[src/hdl/irqpl_defines.svh]
// constants of the interrupt request pin logic
`ifndef IRQPL_DEFINES_SVH
`define IRQPL_DEFINES_SVH

`define IRQPL_NUM_REQ 5
`define IRQPL_TYPE_W 8
`define IRQPL_IDX_W 3
`define IRQPL_VEC_NMI 8'h02
`define IRQPL_VEC_BASE 8'h0C
`define IRQPL_ACK_CYCLES 3'h3
`define IRQPL_SEL_HOLD 3'h4
`define IRQPL_CNT_ZERO 3'h0
`define IRQPL_CNT_ONE 3'h1
`define IRQPL_SRC_0 3'h0
`define IRQPL_SRC_1 3'h1
`define IRQPL_SRC_2 3'h2
`define IRQPL_SRC_3 3'h3
`define IRQPL_SRC_4 3'h4
`define IRQPL_NUM_SYNC 7
`define IRQPL_SYNC_NMI 5
`define IRQPL_SYNC_SEL 6

`endif

[src/hdl/irqpl_pkg.sv]
// types of the interrupt request pin logic
package irqpl_pkg;

    typedef enum logic [1:0] {
        DEV_IDLE = 2'b01,
        DEV_FETCH = 2'b10
    } irqpl_dev_state_type;

    typedef enum logic [2:0] {
        HOST_IDLE = 3'b001,
        HOST_REQ = 3'b010,
        HOST_SEL = 3'b100
    } irqpl_host_state_type;

endpackage : irqpl_pkg

[src/hdl/irqpl_if.sv]
// pin bundle between the interrupt unit and the external requesters
`timescale 1ns/1ps
interface irqpl_if;
    logic maskable_request_0;
    logic maskable_request_1;
    logic maskable_request_2;
    logic maskable_request_3;
    logic maskable_request_4;
    logic nmi;
    logic cascade_ack_out_0_n;
    logic cascade_ack_0_oe;
    logic pin3_out;
    logic pin3_oe;
    logic [7:0] type_bus;
    logic type_bus_oe;

    modport device (
        input maskable_request_0, maskable_request_1, maskable_request_2,
        input maskable_request_3, maskable_request_4, nmi, type_bus, type_bus_oe,
        output cascade_ack_out_0_n, cascade_ack_0_oe, pin3_out, pin3_oe
    );

    modport host (
        output maskable_request_0, maskable_request_1, maskable_request_2,
        output maskable_request_3, maskable_request_4, nmi, type_bus, type_bus_oe,
        input cascade_ack_out_0_n, cascade_ack_0_oe, pin3_out, pin3_oe
    );
endinterface : irqpl_if

[src/hdl/irqpl_device.sv]
// interrupt unit end: request pins, cascade, slave and nmi handling
`timescale 1ns/1ps
`include "irqpl_defines.svh"
module irqpl_device #(
    parameter int NUM_REQ = `IRQPL_NUM_REQ,
    parameter int TYPE_W = `IRQPL_TYPE_W
) (
    input wire logic i_core_clk,
    input wire logic i_srst,
    irqpl_if.device pins,
    input wire logic [NUM_REQ-1:0] i_mask,
    input wire logic [NUM_REQ-1:0] i_trigger_level,
    input wire logic i_cascade_0,
    input wire logic i_cascade_1,
    input wire logic i_slave_mode,
    input wire logic i_internal_req,
    input wire logic i_enable_set,
    input wire logic i_boundary,
    output logic o_cpu_request,
    output logic o_vector_valid,
    output logic [TYPE_W-1:0] o_vector,
    output logic o_vector_is_nmi,
    output logic o_global_enable
);

    // ****************************************
    // input synchronisers
    // ****************************************
    logic [`IRQPL_NUM_SYNC-1:0] raw;
    logic [`IRQPL_NUM_SYNC-1:0] sync_1;
    logic [`IRQPL_NUM_SYNC-1:0] sync_2;
    logic [`IRQPL_NUM_SYNC-1:0] sync_prev;

    always_comb begin
        raw = '0;
        raw[0] = pins.maskable_request_0;
        raw[1] = i_slave_mode ? 1'b0 : pins.maskable_request_1;
        raw[2] = i_cascade_0 ? 1'b0 : pins.maskable_request_2;
        raw[3] = (i_cascade_1 || i_slave_mode) ? 1'b0 : pins.maskable_request_3;
        raw[4] = pins.maskable_request_4;
        raw[`IRQPL_SYNC_NMI] = pins.nmi;
        raw[`IRQPL_SYNC_SEL] = i_slave_mode ? ~pins.maskable_request_1 : 1'b0;
    end

    always_ff @(posedge i_core_clk) begin
        if (i_srst) begin
            sync_1 <= '0;
            sync_2 <= '0;
            sync_prev <= '0;
        end else begin
            sync_1 <= raw;
            sync_2 <= sync_1;
            sync_prev <= sync_2;
        end
    end

    logic [`IRQPL_NUM_SYNC-1:0] rise;
    assign rise = sync_2 & ~sync_prev;

    // ****************************************
    // pending, nmi latch, slave type, sequencer
    // ****************************************
    irqpl_pkg::irqpl_dev_state_type state, next_state;
    logic [NUM_REQ-1:0] pend, next_pend;
    logic nmi_latched, next_nmi_latched;
    logic slave_ready, next_slave_ready;
    logic [TYPE_W-1:0] slave_type, next_slave_type;
    logic global_enable, next_global_enable;
    logic [`IRQPL_IDX_W-1:0] fetch_src, next_fetch_src;
    logic [2:0] count, next_count;
    logic ack_0, next_ack_0;
    logic ack_1, next_ack_1;
    logic vec_valid, next_vec_valid;
    logic [TYPE_W-1:0] vec, next_vec;
    logic vec_nmi, next_vec_nmi;
    logic [NUM_REQ-1:0] active;
    logic any_active;
    logic [`IRQPL_IDX_W-1:0] win;
    logic [NUM_REQ-1:0] serve;

    assign active = pend & ~i_mask;
    assign any_active = |active;

    always_comb begin
        win = '0;
        for (int i = NUM_REQ - 1; i >= 0; i--) begin
            if (active[i]) begin
                win = i[`IRQPL_IDX_W-1:0];
            end
        end
    end

    always_comb begin
        next_state = state;
        next_nmi_latched = nmi_latched;
        next_slave_ready = slave_ready;
        next_slave_type = slave_type;
        next_global_enable = global_enable || i_enable_set;
        next_fetch_src = fetch_src;
        next_count = count;
        next_ack_0 = 1'b0;
        next_ack_1 = 1'b0;
        next_vec_valid = 1'b0;
        next_vec = vec;
        next_vec_nmi = vec_nmi;
        serve = '0;
        // slave: select edge with request zero pending latches bus type
        if (i_slave_mode && rise[`IRQPL_SYNC_SEL] && pend[0] && pins.type_bus_oe) begin
            next_slave_ready = 1'b1;
            next_slave_type = pins.type_bus;
        end
        unique case (state)
            irqpl_pkg::DEV_IDLE: begin
                if (i_boundary && nmi_latched) begin
                    next_nmi_latched = 1'b0;
                    next_vec_valid = 1'b1;
                    next_vec = `IRQPL_VEC_NMI;
                    next_vec_nmi = 1'b1;
                    next_global_enable = 1'b0;
                end else if (i_boundary && global_enable && i_slave_mode) begin
                    if (slave_ready) begin
                        next_slave_ready = 1'b0;
                        serve[0] = 1'b1;
                        next_vec_valid = 1'b1;
                        next_vec = slave_type;
                        next_vec_nmi = 1'b0;
                        next_global_enable = 1'b0;
                    end
                end else if (i_boundary && global_enable && any_active) begin
                    next_global_enable = 1'b0;
                    if ((win == `IRQPL_SRC_0 && i_cascade_0) ||
                        (win == `IRQPL_SRC_1 && i_cascade_1)) begin
                        next_state = irqpl_pkg::DEV_FETCH;
                        next_fetch_src = win;
                        next_count = `IRQPL_ACK_CYCLES;
                        next_ack_0 = (win == `IRQPL_SRC_0);
                        next_ack_1 = (win == `IRQPL_SRC_1);
                    end else begin
                        serve[win] = 1'b1;
                        next_vec_valid = 1'b1;
                        next_vec = `IRQPL_VEC_BASE + TYPE_W'(win);
                        next_vec_nmi = 1'b0;
                    end
                end
            end
            irqpl_pkg::DEV_FETCH: begin
                if (count == `IRQPL_CNT_ONE) begin
                    next_state = irqpl_pkg::DEV_IDLE;
                    serve[fetch_src] = 1'b1;
                    next_vec_valid = 1'b1;
                    next_vec = pins.type_bus;
                    next_vec_nmi = 1'b0;
                    next_count = `IRQPL_CNT_ZERO;
                end else begin
                    next_count = count - `IRQPL_CNT_ONE;
                    next_ack_0 = (fetch_src == `IRQPL_SRC_0);
                    next_ack_1 = (fetch_src == `IRQPL_SRC_1);
                end
            end
        endcase
        // nmi edge latched; a new edge wins over the clear
        if (rise[`IRQPL_SYNC_NMI]) begin
            next_nmi_latched = 1'b1;
        end
    end

    always_comb begin
        for (int i = 0; i < NUM_REQ; i++) begin
            if (i_trigger_level[i]) begin
                next_pend[i] = sync_2[i];
            end else begin
                next_pend[i] = rise[i] || (pend[i] && !serve[i]);
            end
        end
    end

    always_ff @(posedge i_core_clk) begin
        if (i_srst) begin
            state <= irqpl_pkg::DEV_IDLE;
            pend <= '0;
            nmi_latched <= 1'b0;
            slave_ready <= 1'b0;
            slave_type <= '0;
            global_enable <= 1'b0;
            fetch_src <= '0;
            count <= `IRQPL_CNT_ZERO;
            ack_0 <= 1'b0;
            ack_1 <= 1'b0;
            vec_valid <= 1'b0;
            vec <= '0;
            vec_nmi <= 1'b0;
        end else begin
            state <= next_state;
            pend <= next_pend;
            nmi_latched <= next_nmi_latched;
            slave_ready <= next_slave_ready;
            slave_type <= next_slave_type;
            global_enable <= next_global_enable;
            fetch_src <= next_fetch_src;
            count <= next_count;
            ack_0 <= next_ack_0;
            ack_1 <= next_ack_1;
            vec_valid <= next_vec_valid;
            vec <= next_vec;
            vec_nmi <= next_vec_nmi;
        end
    end

    // ****************************************
    // pin and processor outputs
    // ****************************************
    assign pins.cascade_ack_out_0_n = ~ack_0;
    assign pins.cascade_ack_0_oe = i_cascade_0;
    assign pins.pin3_out = i_slave_mode ? i_internal_req : ~ack_1;
    assign pins.pin3_oe = i_cascade_1 || i_slave_mode;

    assign o_cpu_request = (state == irqpl_pkg::DEV_IDLE) && (nmi_latched ||
        (global_enable && (i_slave_mode ? slave_ready : any_active)));
    assign o_vector_valid = vec_valid;
    assign o_vector = vec;
    assign o_vector_is_nmi = vec_nmi;
    assign o_global_enable = global_enable;

endmodule : irqpl_device

[src/flat_wrapper.sv]
// flat-port wrapper written by rule: the top's interface ports become plain ports
module irqpl_device_flat 
#(
    parameter int NUM_REQ = `IRQPL_NUM_REQ,
    parameter int TYPE_W = `IRQPL_TYPE_W
)
  (i_core_clk, i_srst, i_mask, i_trigger_level, i_cascade_0, i_cascade_1, i_slave_mode, i_internal_req, i_enable_set, i_boundary, o_cpu_request, o_vector_valid, o_vector, o_vector_is_nmi, o_global_enable, pins_maskable_request_0, pins_maskable_request_1, pins_maskable_request_2, pins_maskable_request_3, pins_maskable_request_4, pins_nmi, pins_type_bus, pins_type_bus_oe, pins_cascade_ack_out_0_n, pins_cascade_ack_0_oe, pins_pin3_out, pins_pin3_oe);
  irqpl_if pins_i ();
  input wire logic i_core_clk;
  input wire logic i_srst;
  input wire logic [NUM_REQ-1:0] i_mask;
  input wire logic [NUM_REQ-1:0] i_trigger_level;
  input wire logic i_cascade_0;
  input wire logic i_cascade_1;
  input wire logic i_slave_mode;
  input wire logic i_internal_req;
  input wire logic i_enable_set;
  input wire logic i_boundary;
  output logic o_cpu_request;
  output logic o_vector_valid;
  output logic [TYPE_W-1:0] o_vector;
  output logic o_vector_is_nmi;
  output logic o_global_enable;
  input wire logic [$bits(pins_i.maskable_request_0)-1:0] pins_maskable_request_0;
  input wire logic [$bits(pins_i.maskable_request_1)-1:0] pins_maskable_request_1;
  input wire logic [$bits(pins_i.maskable_request_2)-1:0] pins_maskable_request_2;
  input wire logic [$bits(pins_i.maskable_request_3)-1:0] pins_maskable_request_3;
  input wire logic [$bits(pins_i.maskable_request_4)-1:0] pins_maskable_request_4;
  input wire logic [$bits(pins_i.nmi)-1:0] pins_nmi;
  input wire logic [$bits(pins_i.type_bus)-1:0] pins_type_bus;
  input wire logic [$bits(pins_i.type_bus_oe)-1:0] pins_type_bus_oe;
  output wire logic [$bits(pins_i.cascade_ack_out_0_n)-1:0] pins_cascade_ack_out_0_n;
  output wire logic [$bits(pins_i.cascade_ack_0_oe)-1:0] pins_cascade_ack_0_oe;
  output wire logic [$bits(pins_i.pin3_out)-1:0] pins_pin3_out;
  output wire logic [$bits(pins_i.pin3_oe)-1:0] pins_pin3_oe;
  assign pins_i.maskable_request_0 = pins_maskable_request_0;
  assign pins_i.maskable_request_1 = pins_maskable_request_1;
  assign pins_i.maskable_request_2 = pins_maskable_request_2;
  assign pins_i.maskable_request_3 = pins_maskable_request_3;
  assign pins_i.maskable_request_4 = pins_maskable_request_4;
  assign pins_i.nmi = pins_nmi;
  assign pins_i.type_bus = pins_type_bus;
  assign pins_i.type_bus_oe = pins_type_bus_oe;
  assign pins_cascade_ack_out_0_n = pins_i.cascade_ack_out_0_n;
  assign pins_cascade_ack_0_oe = pins_i.cascade_ack_0_oe;
  assign pins_pin3_out = pins_i.pin3_out;
  assign pins_pin3_oe = pins_i.pin3_oe;
  irqpl_device #(.NUM_REQ(NUM_REQ), .TYPE_W(TYPE_W)) u_core (.i_core_clk(i_core_clk), .i_srst(i_srst), .pins(pins_i), .i_mask(i_mask), .i_trigger_level(i_trigger_level), .i_cascade_0(i_cascade_0), .i_cascade_1(i_cascade_1), .i_slave_mode(i_slave_mode), .i_internal_req(i_internal_req), .i_enable_set(i_enable_set), .i_boundary(i_boundary), .o_cpu_request(o_cpu_request), .o_vector_valid(o_vector_valid), .o_vector(o_vector), .o_vector_is_nmi(o_vector_is_nmi), .o_global_enable(o_global_enable));
endmodule
[config.mk]
export PLATFORM = sky130hd
export DESIGN_NAME = irqpl_device_flat
export DESIGN_NICKNAME = d
export VERILOG_FILES = /design/src/hdl/irqpl_pkg.sv /design/src/hdl/irqpl_if.sv /design/src/hdl/irqpl_device.sv /design/src/flat_wrapper.sv
export VERILOG_INCLUDE_DIRS = /design/src /design/src/hdl
export SDC_FILE = /design/constraint.sdc
export NUM_CORES = 1
export LEC_CHECK = 0
export ABC_AREA = 1
export BUFFER_PORTS_ARGS = -buffer_cell sky130_fd_sc_hd__buf_2
export CAP_MARGIN = 20
export CORE_MARGIN = 4
export CORE_UTILIZATION = 59
export DETAILED_ROUTE_END_ITERATION = 12
export HOLD_SLACK_MARGIN = 0.06
export PLACE_DENSITY = 0.91
export SYNTH_ARGS = -nofsm -noshare
export SYNTH_HDL_FRONTEND = slang
export SYNTH_SLANG_ARGS = --single-unit
[constraint.sdc]
create_clock -name i_core_clk -period 2.2 [get_ports i_core_clk]
set_clock_uncertainty 0.15 [all_clocks]
set_input_delay 0.44 -clock i_core_clk [delete_from_list [all_inputs] [get_ports i_core_clk]]
set_output_delay 0.44 -clock i_core_clk [all_outputs]
set_load 0.01 [all_outputs]
Word-level counts from Yosys, hierarchy flattened. Index checks and enable logic that the tools add are counted.

$lt $le $gt $ge: 4. Multiply operators: 0. Equality and inequality tests: 13. Reduce and logical (&&, ||, !) cells: 46. Shifts and indexed selects: 0. Divide/modulo/power cells: 0. Add/sub/neg operators: 2. Bitwise logic cells: 10. Mux-type cells: 81.

Operators by type and width (count): 2-to-1 mux 8 bit (6); 2-to-1 mux 1 bit (45); 2-to-1 mux 3 bit (10); 2-to-1 mux 5 bit (4); logical AND 1 bit (18); case mux 8 bit (2 select lines) (1); 2-to-1 mux 2 bit (5); case mux 5 bit (2 select lines) (1); AND reduction 5 bit (2); equality test 3 x 1 -> 1 bit, second input constant (3); logical OR 1 bit (9); less-than comparator 3 x 4 -> 1 bit, second input constant (2); inequality test 4 x 2 -> 1 bit, second input constant (2); case mux 1 bit (2 select lines) (4); AND reduction 4 bit (2); OR reduction 2 bit (4); bitwise AND 7 bit (1); inverter 7 bit (1); demux 1 bit (select 3 bit) (2); greater-or-equal comparator 3 x 1 -> 1 bit, second input constant (2); logical NOT 3 bit (2); inequality test 2 x 1 -> 1 bit, second input constant (3); inverter 1 bit (6); case mux 3 bit (2 select lines) (1); other kinds (14) (20).

Register bits: 57. Memories kept: 0. Latch bits: 0. ROM bits: 0. Input port bits: 33. Memory bits (writable): 0. Output and inout port bits: 16.

Depth between registers and ports, before layout. Gate-level depths: netlist (run 1).

Depth after elaboration: 20. Gate-level depth with buffers: 13. Mapped depth without buffers: 13.

Worst setup path after synthesis (run 1). Ideal clock, no wire load.

Path type: input to output. From: in i_mask[2]. To: out o_cpu_request. Required time: 1610 ps. Cell stages on the path: 7. Arrival time: 1095 ps. Path buffers: 0. Slack: 515 ps. Cell sequence: inv_1 -> nand2_1 -> nand2_2 -> nor2_4 -> nand3_2 -> a31oi_1 -> nor2_1.

Word-level cells in the longest chain between the ends: 7.

Ends and longest elaborated chain: start, declared (RTL line flat_wrapper.sv:11) `input wire logic [NUM_REQ-1:0] i_mask;`; inverter 5 bit (RTL line irqpl_device.sv:81) `assign active = pend & ~i_mask;`; bitwise AND 5 bit (RTL line irqpl_device.sv:81); OR reduction 5 bit (RTL line irqpl_device.sv:82) `assign any_active = |active;`; 2-to-1 mux 1 bit (RTL line irqpl_device.sv:218) `(global_enable && (i_slave_mode ? slave_ready : any_active)));`; logical AND 1 bit (RTL line irqpl_device.sv:218); logical OR 1 bit (RTL line irqpl_device.sv:217) `assign o_cpu_request = (state == irqpl_pkg::DEV_IDLE) && (nmi_latched ||`; logical AND 1 bit (RTL line irqpl_device.sv:217); end, declared (RTL line flat_wrapper.sv:19) `output logic o_cpu_request;`.

Every way passes these cells.

Final worst setup path (run 1).
From: reg u_core.pend[0]. To: out o_cpu_request.

Word-level cells in the longest chain between the ends: 6.

Ends and longest elaborated chain: start, declared (RTL line irqpl_device.sv:64) `logic [NUM_REQ-1:0] pend, next_pend;`; start signal, assigned (RTL line irqpl_device.sv:194) `pend <= next_pend;`; bitwise AND 5 bit (RTL line irqpl_device.sv:81); OR reduction 5 bit (RTL line irqpl_device.sv:82); 2-to-1 mux 1 bit (RTL line irqpl_device.sv:218); logical AND 1 bit (RTL line irqpl_device.sv:218); logical OR 1 bit (RTL line irqpl_device.sv:217); logical AND 1 bit (RTL line irqpl_device.sv:217).

Every way passes these cells.

==> flow_summary.yaml, run 1 <==
routing:
  num_vias: 2431
  drc: 0
  wirelength_mm: 6.00
  firstDrtPassIters: 6
  avgViaCountPerCell: 4.90
  route.antenna.remaining_nets: 0
  wire_per_inst_um: 12.1
  drt-initial-drc-count: 141
finish:
  fraction_of_final_layout_cells_with_drive_strength_greater_than_1_pct: 23.6
  multi_input_comb_area_um2: 1210
  final_nets: 474
  instances_no_fill: 496
  final_core_utilization_pct: 72.8
  area_growth_from_synthesis_to_layout_pct: 19.1
  antenna_cells: 0
  layout.area.seq_um2: 1140
  num-fill-cells: 345
timing:
  tightestPinTransition_ns: 0.553
  final_period_minus_worst_setup_slack_ns: 2.11
  grt_setup_unrepaired: "false"
  timing.fmax_mhz: 473
  fin_setup_tns_ns: 0
  final-max-slew-violation-count: 0
  finalHoldViolations: 0
  layout_worst_path_cycle_share_pct: 96.1
  finalSetupViolations: 0
  maxSlewHeadroom_pct: 63.1
die:
  io-pin-count: 49
  num_rows: 24
  initial_utilization_pct: 61.1
  die_w_um: 75.4
  die-height_um: 75.4
  placeableCoreArea_um2: 4380
  die-area_um2: 5680
clock_tree:
  cts_buffers: 9
  clock_pin_slew_reported_for_the_worst_setup_and_hold_paths_after_clock_tree_synthesis_ns: 0.06
  htreeDepth: 3
  clock_latency_ns: 0.34
  cts_hold_buf: 0
  cts-root-to-sink-buffers: 2
  clock_sink_count: 57
  cts.root.buffer_cell: "sky130_fd_sc_hd__clkbuf_8"
  cts_tree: "done"
logic_synthesis:
  yosysWarningCount: 0
  netlist.area_leader.share_pct: 42.6
  post_synth_mux_area_share_pct: 0
  seq_area_frac_synth_pct: 42.6
  synthesis.instances: 384
  syn-num-nets: 419
  synth_top_family_by_area: "simple AND/OR/NAND/NOR gates"
  synthDistinctLibCells: 34
  synthAdderAreaFrac_pct: 0.934
  yosysTopAreaCell: "sky130_fd_sc_hd__dfxtp_1"
  synth_xor_xnor_area_share_pct: 0
  ys_top_cells_by_area: "sky130_fd_sc_hd__dfxtp_1 (43%), sky130_fd_sc_hd__inv_1 (10%), sky130_fd_sc_hd__nand2_1 (9.0%)"
  synth_simple_gate_area_share_pct: 34.4
  synth_compound_gate_area_share_pct: 9.15
  synth.ff_latch_count: 57
  syn_area_um2: 2680
  synthesis.area_per_instance_um2: 6.98
setup_path:
  crit_top_cell: "sky130_fd_sc_hd__nand2_2"
  cpMaxStageDelayCell: "sky130_fd_sc_hd__dfxtp_1"
  worst_r2r_path_depth: 11
  worstSetupEndpoint: "o_cpu_request"
  worstReg2RegEnd: "u_core.o_vector[0]$_SDFFE_PP0P_"
  path_cells: "nand2_2 -> nand2_2 -> nor2_4 -> nand3_2 -> a31oi_4 -> nor2_1 -> buf_2"
  timing.rr.start: "u_core.nmi_latched$_SDFFE_PP0P_"
  timing.critical_path.from_type: "register"
  max_stage_delay_ns: 0.36
  crit_required_ns: 1.61
  critical_path_cell_count: 7
  worst-r2r-setup-slack_ns: 0.39
  critPathMaxFanout: 4
  timing.setup.critical_path_class: "register to primary output"
  timing.critical_path.to_type: "primary output"
  critPathArrivalTime_ns: 1.52
  cp_num_buf_inv: 1
  crit_start: "u_core.pend[0]$_SDFF_PP0_"
  cpLargestDelayFamily: "simple AND/OR/NAND/NOR gates"
power:
  clock_power_share_pct: 38.0
  pwr_density_cell_nw_per_um2: 787
  cellInternalPower_uw: 1810
  p_total_uw: 2510
  power_switching_share_pct: 28.1
  pwr-share-comb_pct: 17.1
  switchingPower_uw: 705
  ir_drop_mv: 0.624
  seq_power_share_pct: 44.8
  total_leakage_power_uw: 0.00153
grt:
  overflow: 0
  largest_net_degree_at_the_start_of_global_routing: 26
  grt_antenna_before_repair: 0
  grt_pass1_vias: 2253
  global_route.usage.total_pct: 22.4
  first_pass_grt_wire_length_mm: 9.63
placed_design:
  io_buffers: 48
  hpwl_mm: 4.54
  place.gp.congestion: 0.910
  placed_cells_incl_taps: 478
run_status:
  outcome: "finished clean"
job:
  drv_cap: 0
worst_hold_path:
  worst_hold_path_type: "primary input to register"
==> power groups by stage <==
stage / logic [uW] / clock network (uW) / registers (uW)
after global routing: 496 / 1020 / 1130
after detailed placement: 424 / 0 / 1150
after global placement: 412 / 0 / 1140
after CTS: 427 / 966 / 1130
after floorplan: 283 / 0 / 1160
final: 430 / 955 / 1130
==> kinds of logic after synthesis <==
| group | after synthesis |
|---|---|
| AO/OA/AOI/OAI | 43 |
| adder cells (fa/ha/maj) | 2 |
| buffers and inverters | 89 |
| flip-flops | 57 |
| AND/OR/NAND/NOR | 193 |
==> per-stage QoR <==
step | cell area (um^2) | setup slack (ns) | hold WS (ns)
detailed placement | 2960 | 0.194 | 0.245
global route | 3190 | 0.00723 | 0.138
floorplan | 2680 | 0.515 | 0.238
finish | 3190 | 0.0860 | 0.142
CTS | 3160 | 0.0360 | 0.136
global placement | 2960 | 0.222 | 0.240
==> final cells by class <==
class | instances | area share, %
multi-input combinational | 238 | 37.8
sequential | 57 | 35.8
inverter | 80 | 9.49
timing repair buffer | 53 | 8.71
clock buffer | 11 | 4.43
tap | 52 | 2.04
clock inverter | 5 | 1.73
==> worst min path at each step <==
| stage | start | to | slack (ns) | cells after the start |
|---|---|---|---|---|
| final | pins_maskable_request_1 | u_core.sync_1[6]$_SDFF_PP0_ | 0.14 | 2 |
| after global placement | u_core.sync_1[6]$_SDFF_PP0_ | u_core.sync_2[6]$_SDFF_PP0_ | 0.24 | 2 |
| after floorplan | u_core.sync_1[0]$_SDFF_PP0_ | u_core.sync_2[0]$_SDFF_PP0_ | 0.24 | 2 |
| after global routing | pins_maskable_request_1 | u_core.sync_1[6]$_SDFF_PP0_ | 0.14 | 2 |
| after detailed placement | u_core.sync_1[6]$_SDFF_PP0_ | u_core.sync_2[6]$_SDFF_PP0_ | 0.25 | 2 |
| after CTS | pins_maskable_request_1 | u_core.sync_1[6]$_SDFF_PP0_ | 0.14 | 2 |
==> cells in the mapped netlist <==
master and count:
sky130_fd_sc_hd__clkinv_1 1, sky130_fd_sc_hd__o221a_2 1, sky130_fd_sc_hd__nand2_4 2, sky130_fd_sc_hd__nand2_8 1
sky130_fd_sc_hd__buf_4 1, sky130_fd_sc_hd__nand3_4 2, sky130_fd_sc_hd__o2111ai_1 1, sky130_fd_sc_hd__nand2_1 64
sky130_fd_sc_hd__inv_2 6, sky130_fd_sc_hd__nand3_2 2, sky130_fd_sc_hd__nand3b_1 1, sky130_fd_sc_hd__nand3_1 15
sky130_fd_sc_hd__clkbuf_1 4, sky130_fd_sc_hd__buf_2 4, sky130_fd_sc_hd__o21ai_0 18, sky130_fd_sc_hd__or2_2 2
sky130_fd_sc_hd__a311oi_1 1, sky130_fd_sc_hd__dfxtp_1 57, sky130_fd_sc_hd__inv_4 1, sky130_fd_sc_hd__nor3_1 9
sky130_fd_sc_hd__ha_1 2, sky130_fd_sc_hd__nor2_1 64, sky130_fd_sc_hd__nor2_4 2, sky130_fd_sc_hd__nor2_2 5
sky130_fd_sc_hd__nand4_1 9, sky130_fd_sc_hd__nand2_2 11, sky130_fd_sc_hd__inv_1 72, sky130_fd_sc_hd__o21ai_1 1
sky130_fd_sc_hd__o31ai_1 1, sky130_fd_sc_hd__nor4_1 4, sky130_fd_sc_hd__a21oi_1 14, sky130_fd_sc_hd__a22oi_1 3
sky130_fd_sc_hd__o21ai_2 1, sky130_fd_sc_hd__a31oi_1 2
==> state kept, by name, summed over array words and instances, names as in the netlist <==
signal and count:
u_core.slave_type 8, u_core.count 3, u_core.sync_2 7, u_core.ack_1 1, u_core.sync_1 7, u_core.o_global_enable 1
u_core.o_vector 8, u_core.pend 5, u_core.slave_ready 1, u_core.nmi_latched 1, u_core.state 2, u_core.o_vector_valid 1
u_core.fetch_src 3, u_core.ack_0 1, u_core.sync_prev 7, u_core.o_vector_is_nmi 1
==> metal layers <==
metal	routed length [um]	vias to the layer above	global-route usage (%)
li1	-	1297	-
met1	2690	1053	26.9
met2	2950	72	38.3
met3	306	9	5.80
met4	60	0	8.93
met5	0	-	0
==> placed cells by master, fill, tap and decap left out, types with 5 or more instances in the layout <==
cell / n
sky130_fd_sc_hd__clkbuf_8: 10
sky130_fd_sc_hd__inv_1: 72
sky130_fd_sc_hd__nor2_2: 5
sky130_fd_sc_hd__dfxtp_1: 57
sky130_fd_sc_hd__nand4_1: 9
sky130_fd_sc_hd__nor3_1: 9
sky130_fd_sc_hd__buf_4: 5
sky130_fd_sc_hd__nand2_2: 11
sky130_fd_sc_hd__a21oi_1: 14
sky130_fd_sc_hd__inv_2: 6
sky130_fd_sc_hd__nand3_1: 15
sky130_fd_sc_hd__o21ai_0: 18
sky130_fd_sc_hd__nand2_1: 64
sky130_fd_sc_hd__nor2_1: 64
sky130_fd_sc_hd__buf_2: 48
==> repair_timing <==
item                                    4_1_cts  5_1_grt
buffers inserted                              0        2
gates resized for setup                       0        2
endpoints found under the setup margin        0        1
Note: power is estimated with default switching activity, not from simulation.
==> inputs of run 2 (changes only) <==
--- a/config.mk
+++ b/config.mk
@@ -10,10 +10,10 @@
 export BUFFER_PORTS_ARGS = -buffer_cell sky130_fd_sc_hd__buf_2
 export CAP_MARGIN = 20
 export CORE_MARGIN = 4
-export CORE_UTILIZATION = 59
+export CORE_UTILIZATION = 50
 export DETAILED_ROUTE_END_ITERATION = 12
 export HOLD_SLACK_MARGIN = 0.06
-export PLACE_DENSITY = 0.91
+export PLACE_DENSITY = 0.78
 export SYNTH_ARGS = -nofsm -noshare
 export SYNTH_HDL_FRONTEND = slang
 export SYNTH_SLANG_ARGS = --single-unit
==> constraint.sdc (replaced) <==
create_clock -name i_core_clk -period 1.78 [get_ports i_core_clk]
set_clock_uncertainty 0.15 [all_clocks]
set_input_delay 0.356 -clock i_core_clk [delete_from_list [all_inputs] [get_ports i_core_clk]]
set_output_delay 0.356 -clock i_core_clk [all_outputs]
set_load 0.01 [all_outputs]
==> run 2 against run 1 <==
Effect of this change: the flow now finishes with violations (setup timing); flip-flop and latch count unchanged; worst setup slack worse by 0.24 ns; first-iteration DRC count down 16%; non-clock buffer count up 14; utilization down 7.2 points; total power up 19%; clock power up 9%; final cell count up 6.5%; sequential share of layout area down 1.8 points; highest routed layer unchanged.
==> flow_summary.yaml, run 2 (synthesis gave the netlist of run 1 again) <==
timing:
  layout_worst_path_cycle_share_pct: 109
  final-max-slew-violation-count: 0
  finalSetupViolations: 1
  tightestPinTransition_ns: 0.289
  grt_setup_unrepaired: "true"
  fin_setup_tns_ns: -0.153
  final_period_minus_worst_setup_slack_ns: 1.93
  final.setup.worst_slack_ns: -0.153
  finalHoldViolations: 0
  timing.fmax_mhz: 517
  maxSlewHeadroom_pct: 80.6
grt:
  largest_net_degree_at_the_start_of_global_routing: 32
  grt_antenna_before_repair: 0
  overflow: 0
  first_pass_grt_wire_length_mm: 10.4
  grt_pass1_vias: 2424
  global_route.usage.total_pct: 20.7
power:
  pwr_density_cell_nw_per_um2: 886
  ir_drop_mv: 0.588
  total_leakage_power_uw: 0.00160
finish:
  layout.cells.most_common_list: "sky130_fd_sc_hd__inv_1 (71), sky130_fd_sc_hd__nor2_1 (63), sky130_fd_sc_hd__nand2_1 (61)"
  stdcell_area_um2: 3370
  fraction_of_final_layout_cells_with_drive_strength_greater_than_1_pct: 28.2
  instances_no_fill: 528
  mostFrequentLayoutCell: "sky130_fd_sc_hd__inv_1"
  final_nets: 488
  final_core_utilization_pct: 65.6
  antenna_cells: 0
  area_growth_from_synthesis_to_layout_pct: 25.9
setup_path:
  crit_top_cell: "sky130_fd_sc_hd__nand2_2"
  cp_num_buf_inv: 1
  timing.setup.critical_path_class: "register to primary output"
  max_stage_delay_ns: 0.32
  crit_required_ns: 1.27
  timing.rr.start: "u_core.pend[0]$_SDFF_PP0_"
  critPathMaxFanout: 2
  crit_start: "u_core.pend[3]$_SDFF_PP0_"
  timing.critical_path.to_type: "primary output"
  timing.critical_path.from_type: "register"
  path_cells: "nand2_2 -> nand2_2 -> nor2_4 -> nand3_2 -> a31oi_4 -> nor2_1 -> buf_2"
  cpLargestDelayFamily: "simple AND/OR/NAND/NOR gates"
  cpMaxStageDelayCell: "sky130_fd_sc_hd__dfxtp_1"
  critPathArrivalTime_ns: 1.43
die:
  num_rows: 26
  placeableCoreArea_um2: 5140
  io-pin-count: 49
  die-area_um2: 6590
  die-height_um: 81.2
  die_w_um: 81.2
  initial_utilization_pct: 52.1
routing:
  route.antenna.remaining_nets: 0
  drc: 0
  avgViaCountPerCell: 4.78
  num_vias: 2523
  firstDrtPassIters: 5
  drt-initial-drc-count: 118
  wire_per_inst_um: 11.8
  wirelength_mm: 6.24
clock_tree:
  cts_tree: "done"
  cts.root.buffer_cell: "sky130_fd_sc_hd__clkbuf_8"
  htreeDepth: 3
  clock_pin_slew_reported_for_the_worst_setup_and_hold_paths_after_clock_tree_synthesis_ns: 0.07
  clock_latency_ns: 0.34
  cts_buffers: 9
  clock_sink_count: 57
  cts-root-to-sink-buffers: 2
placed_design:
  pre_cts_ws_ns: -0.0101
  placed_cells_incl_taps: 504
  hpwl_mm: 4.59
  io_buffers: 48
  place.gp.congestion: 0.841
  placed_area_um2: 3060
worst_hold_path:
  hold_path.startpoint: "pins_maskable_request_2"
  worst_hold_path_type: "primary input to register"
job:
  drv_cap: 0
run_status:
  outcome: "complete, but fails checks"
  failing_checks: "setup timing"
==> run 2: layout make-up <==
class / instances / area [um^2]
multi-input combinational: 238 / 1260
clock buffer: 9 / 124
clock inverter: 7 / 47.5
sequential: 57 / 1140
fill: 449 / 1770
inverter: 80 / 303
timing repair buffer: 67 / 405
tap: 70 / 87.6
==> run 2: final timing paths <==
path                                       to  slack [ns]  cells past startpoint
max                             o_cpu_request       -0.15                      7
min               u_core.sync_1[2]$_SDFF_PP0_        0.08                      3
min reg2reg       u_core.sync_2[6]$_SDFF_PP0_        0.25                      2
max reg2reg  u_core.fetch_src[0]$_SDFFE_PP0P_        0.04                     13
==> run 2: layer usage <==
layer | track usage, % | part of all wire (%)
met1 | 24.0 | 43
met2 | 34.7 | 49
met3 | 6.10 | 6.7
met4 | 9.97 | 1.4
met5 | 0 | 0
==> run 2: metrics by stage <==
| step | power [uW] | hold WS (ns) |
|---|---|---|
| 2_1_floorplan | 1780 | 0.238 |
| 3_3_place_gp | 1930 | 0.240 |
| 3_5_place_dp | 1950 | 0.245 |
| 4_1_cts | 3000 | 0.0718 |
| 5_1_grt | 3160 | 0.0766 |
| 6_report | 2990 | 0.0829 |
==> run 2: report_power, final <==
group          total [uW]  internal (uW)  switching, uW
Combinational         560            218            342
Clock                1040            500            538
Sequential           1390           1350           37.5
==> run 2: timing repair <==
item	in CTS	in global routing
setup buffers	1	3
hold buffers	4	0
gates resized for setup	6	12
pin swaps	3	8
setup endpoints to repair	1	12
endpoints found under the hold margin	4	0
==> run 2: tightest hold or removal path, delay by kind of cell <==
kind / cells / cell delay, ns
buffers and inverters: 1 / 0.07
AND/OR/NAND/NOR: 2 / 0.11
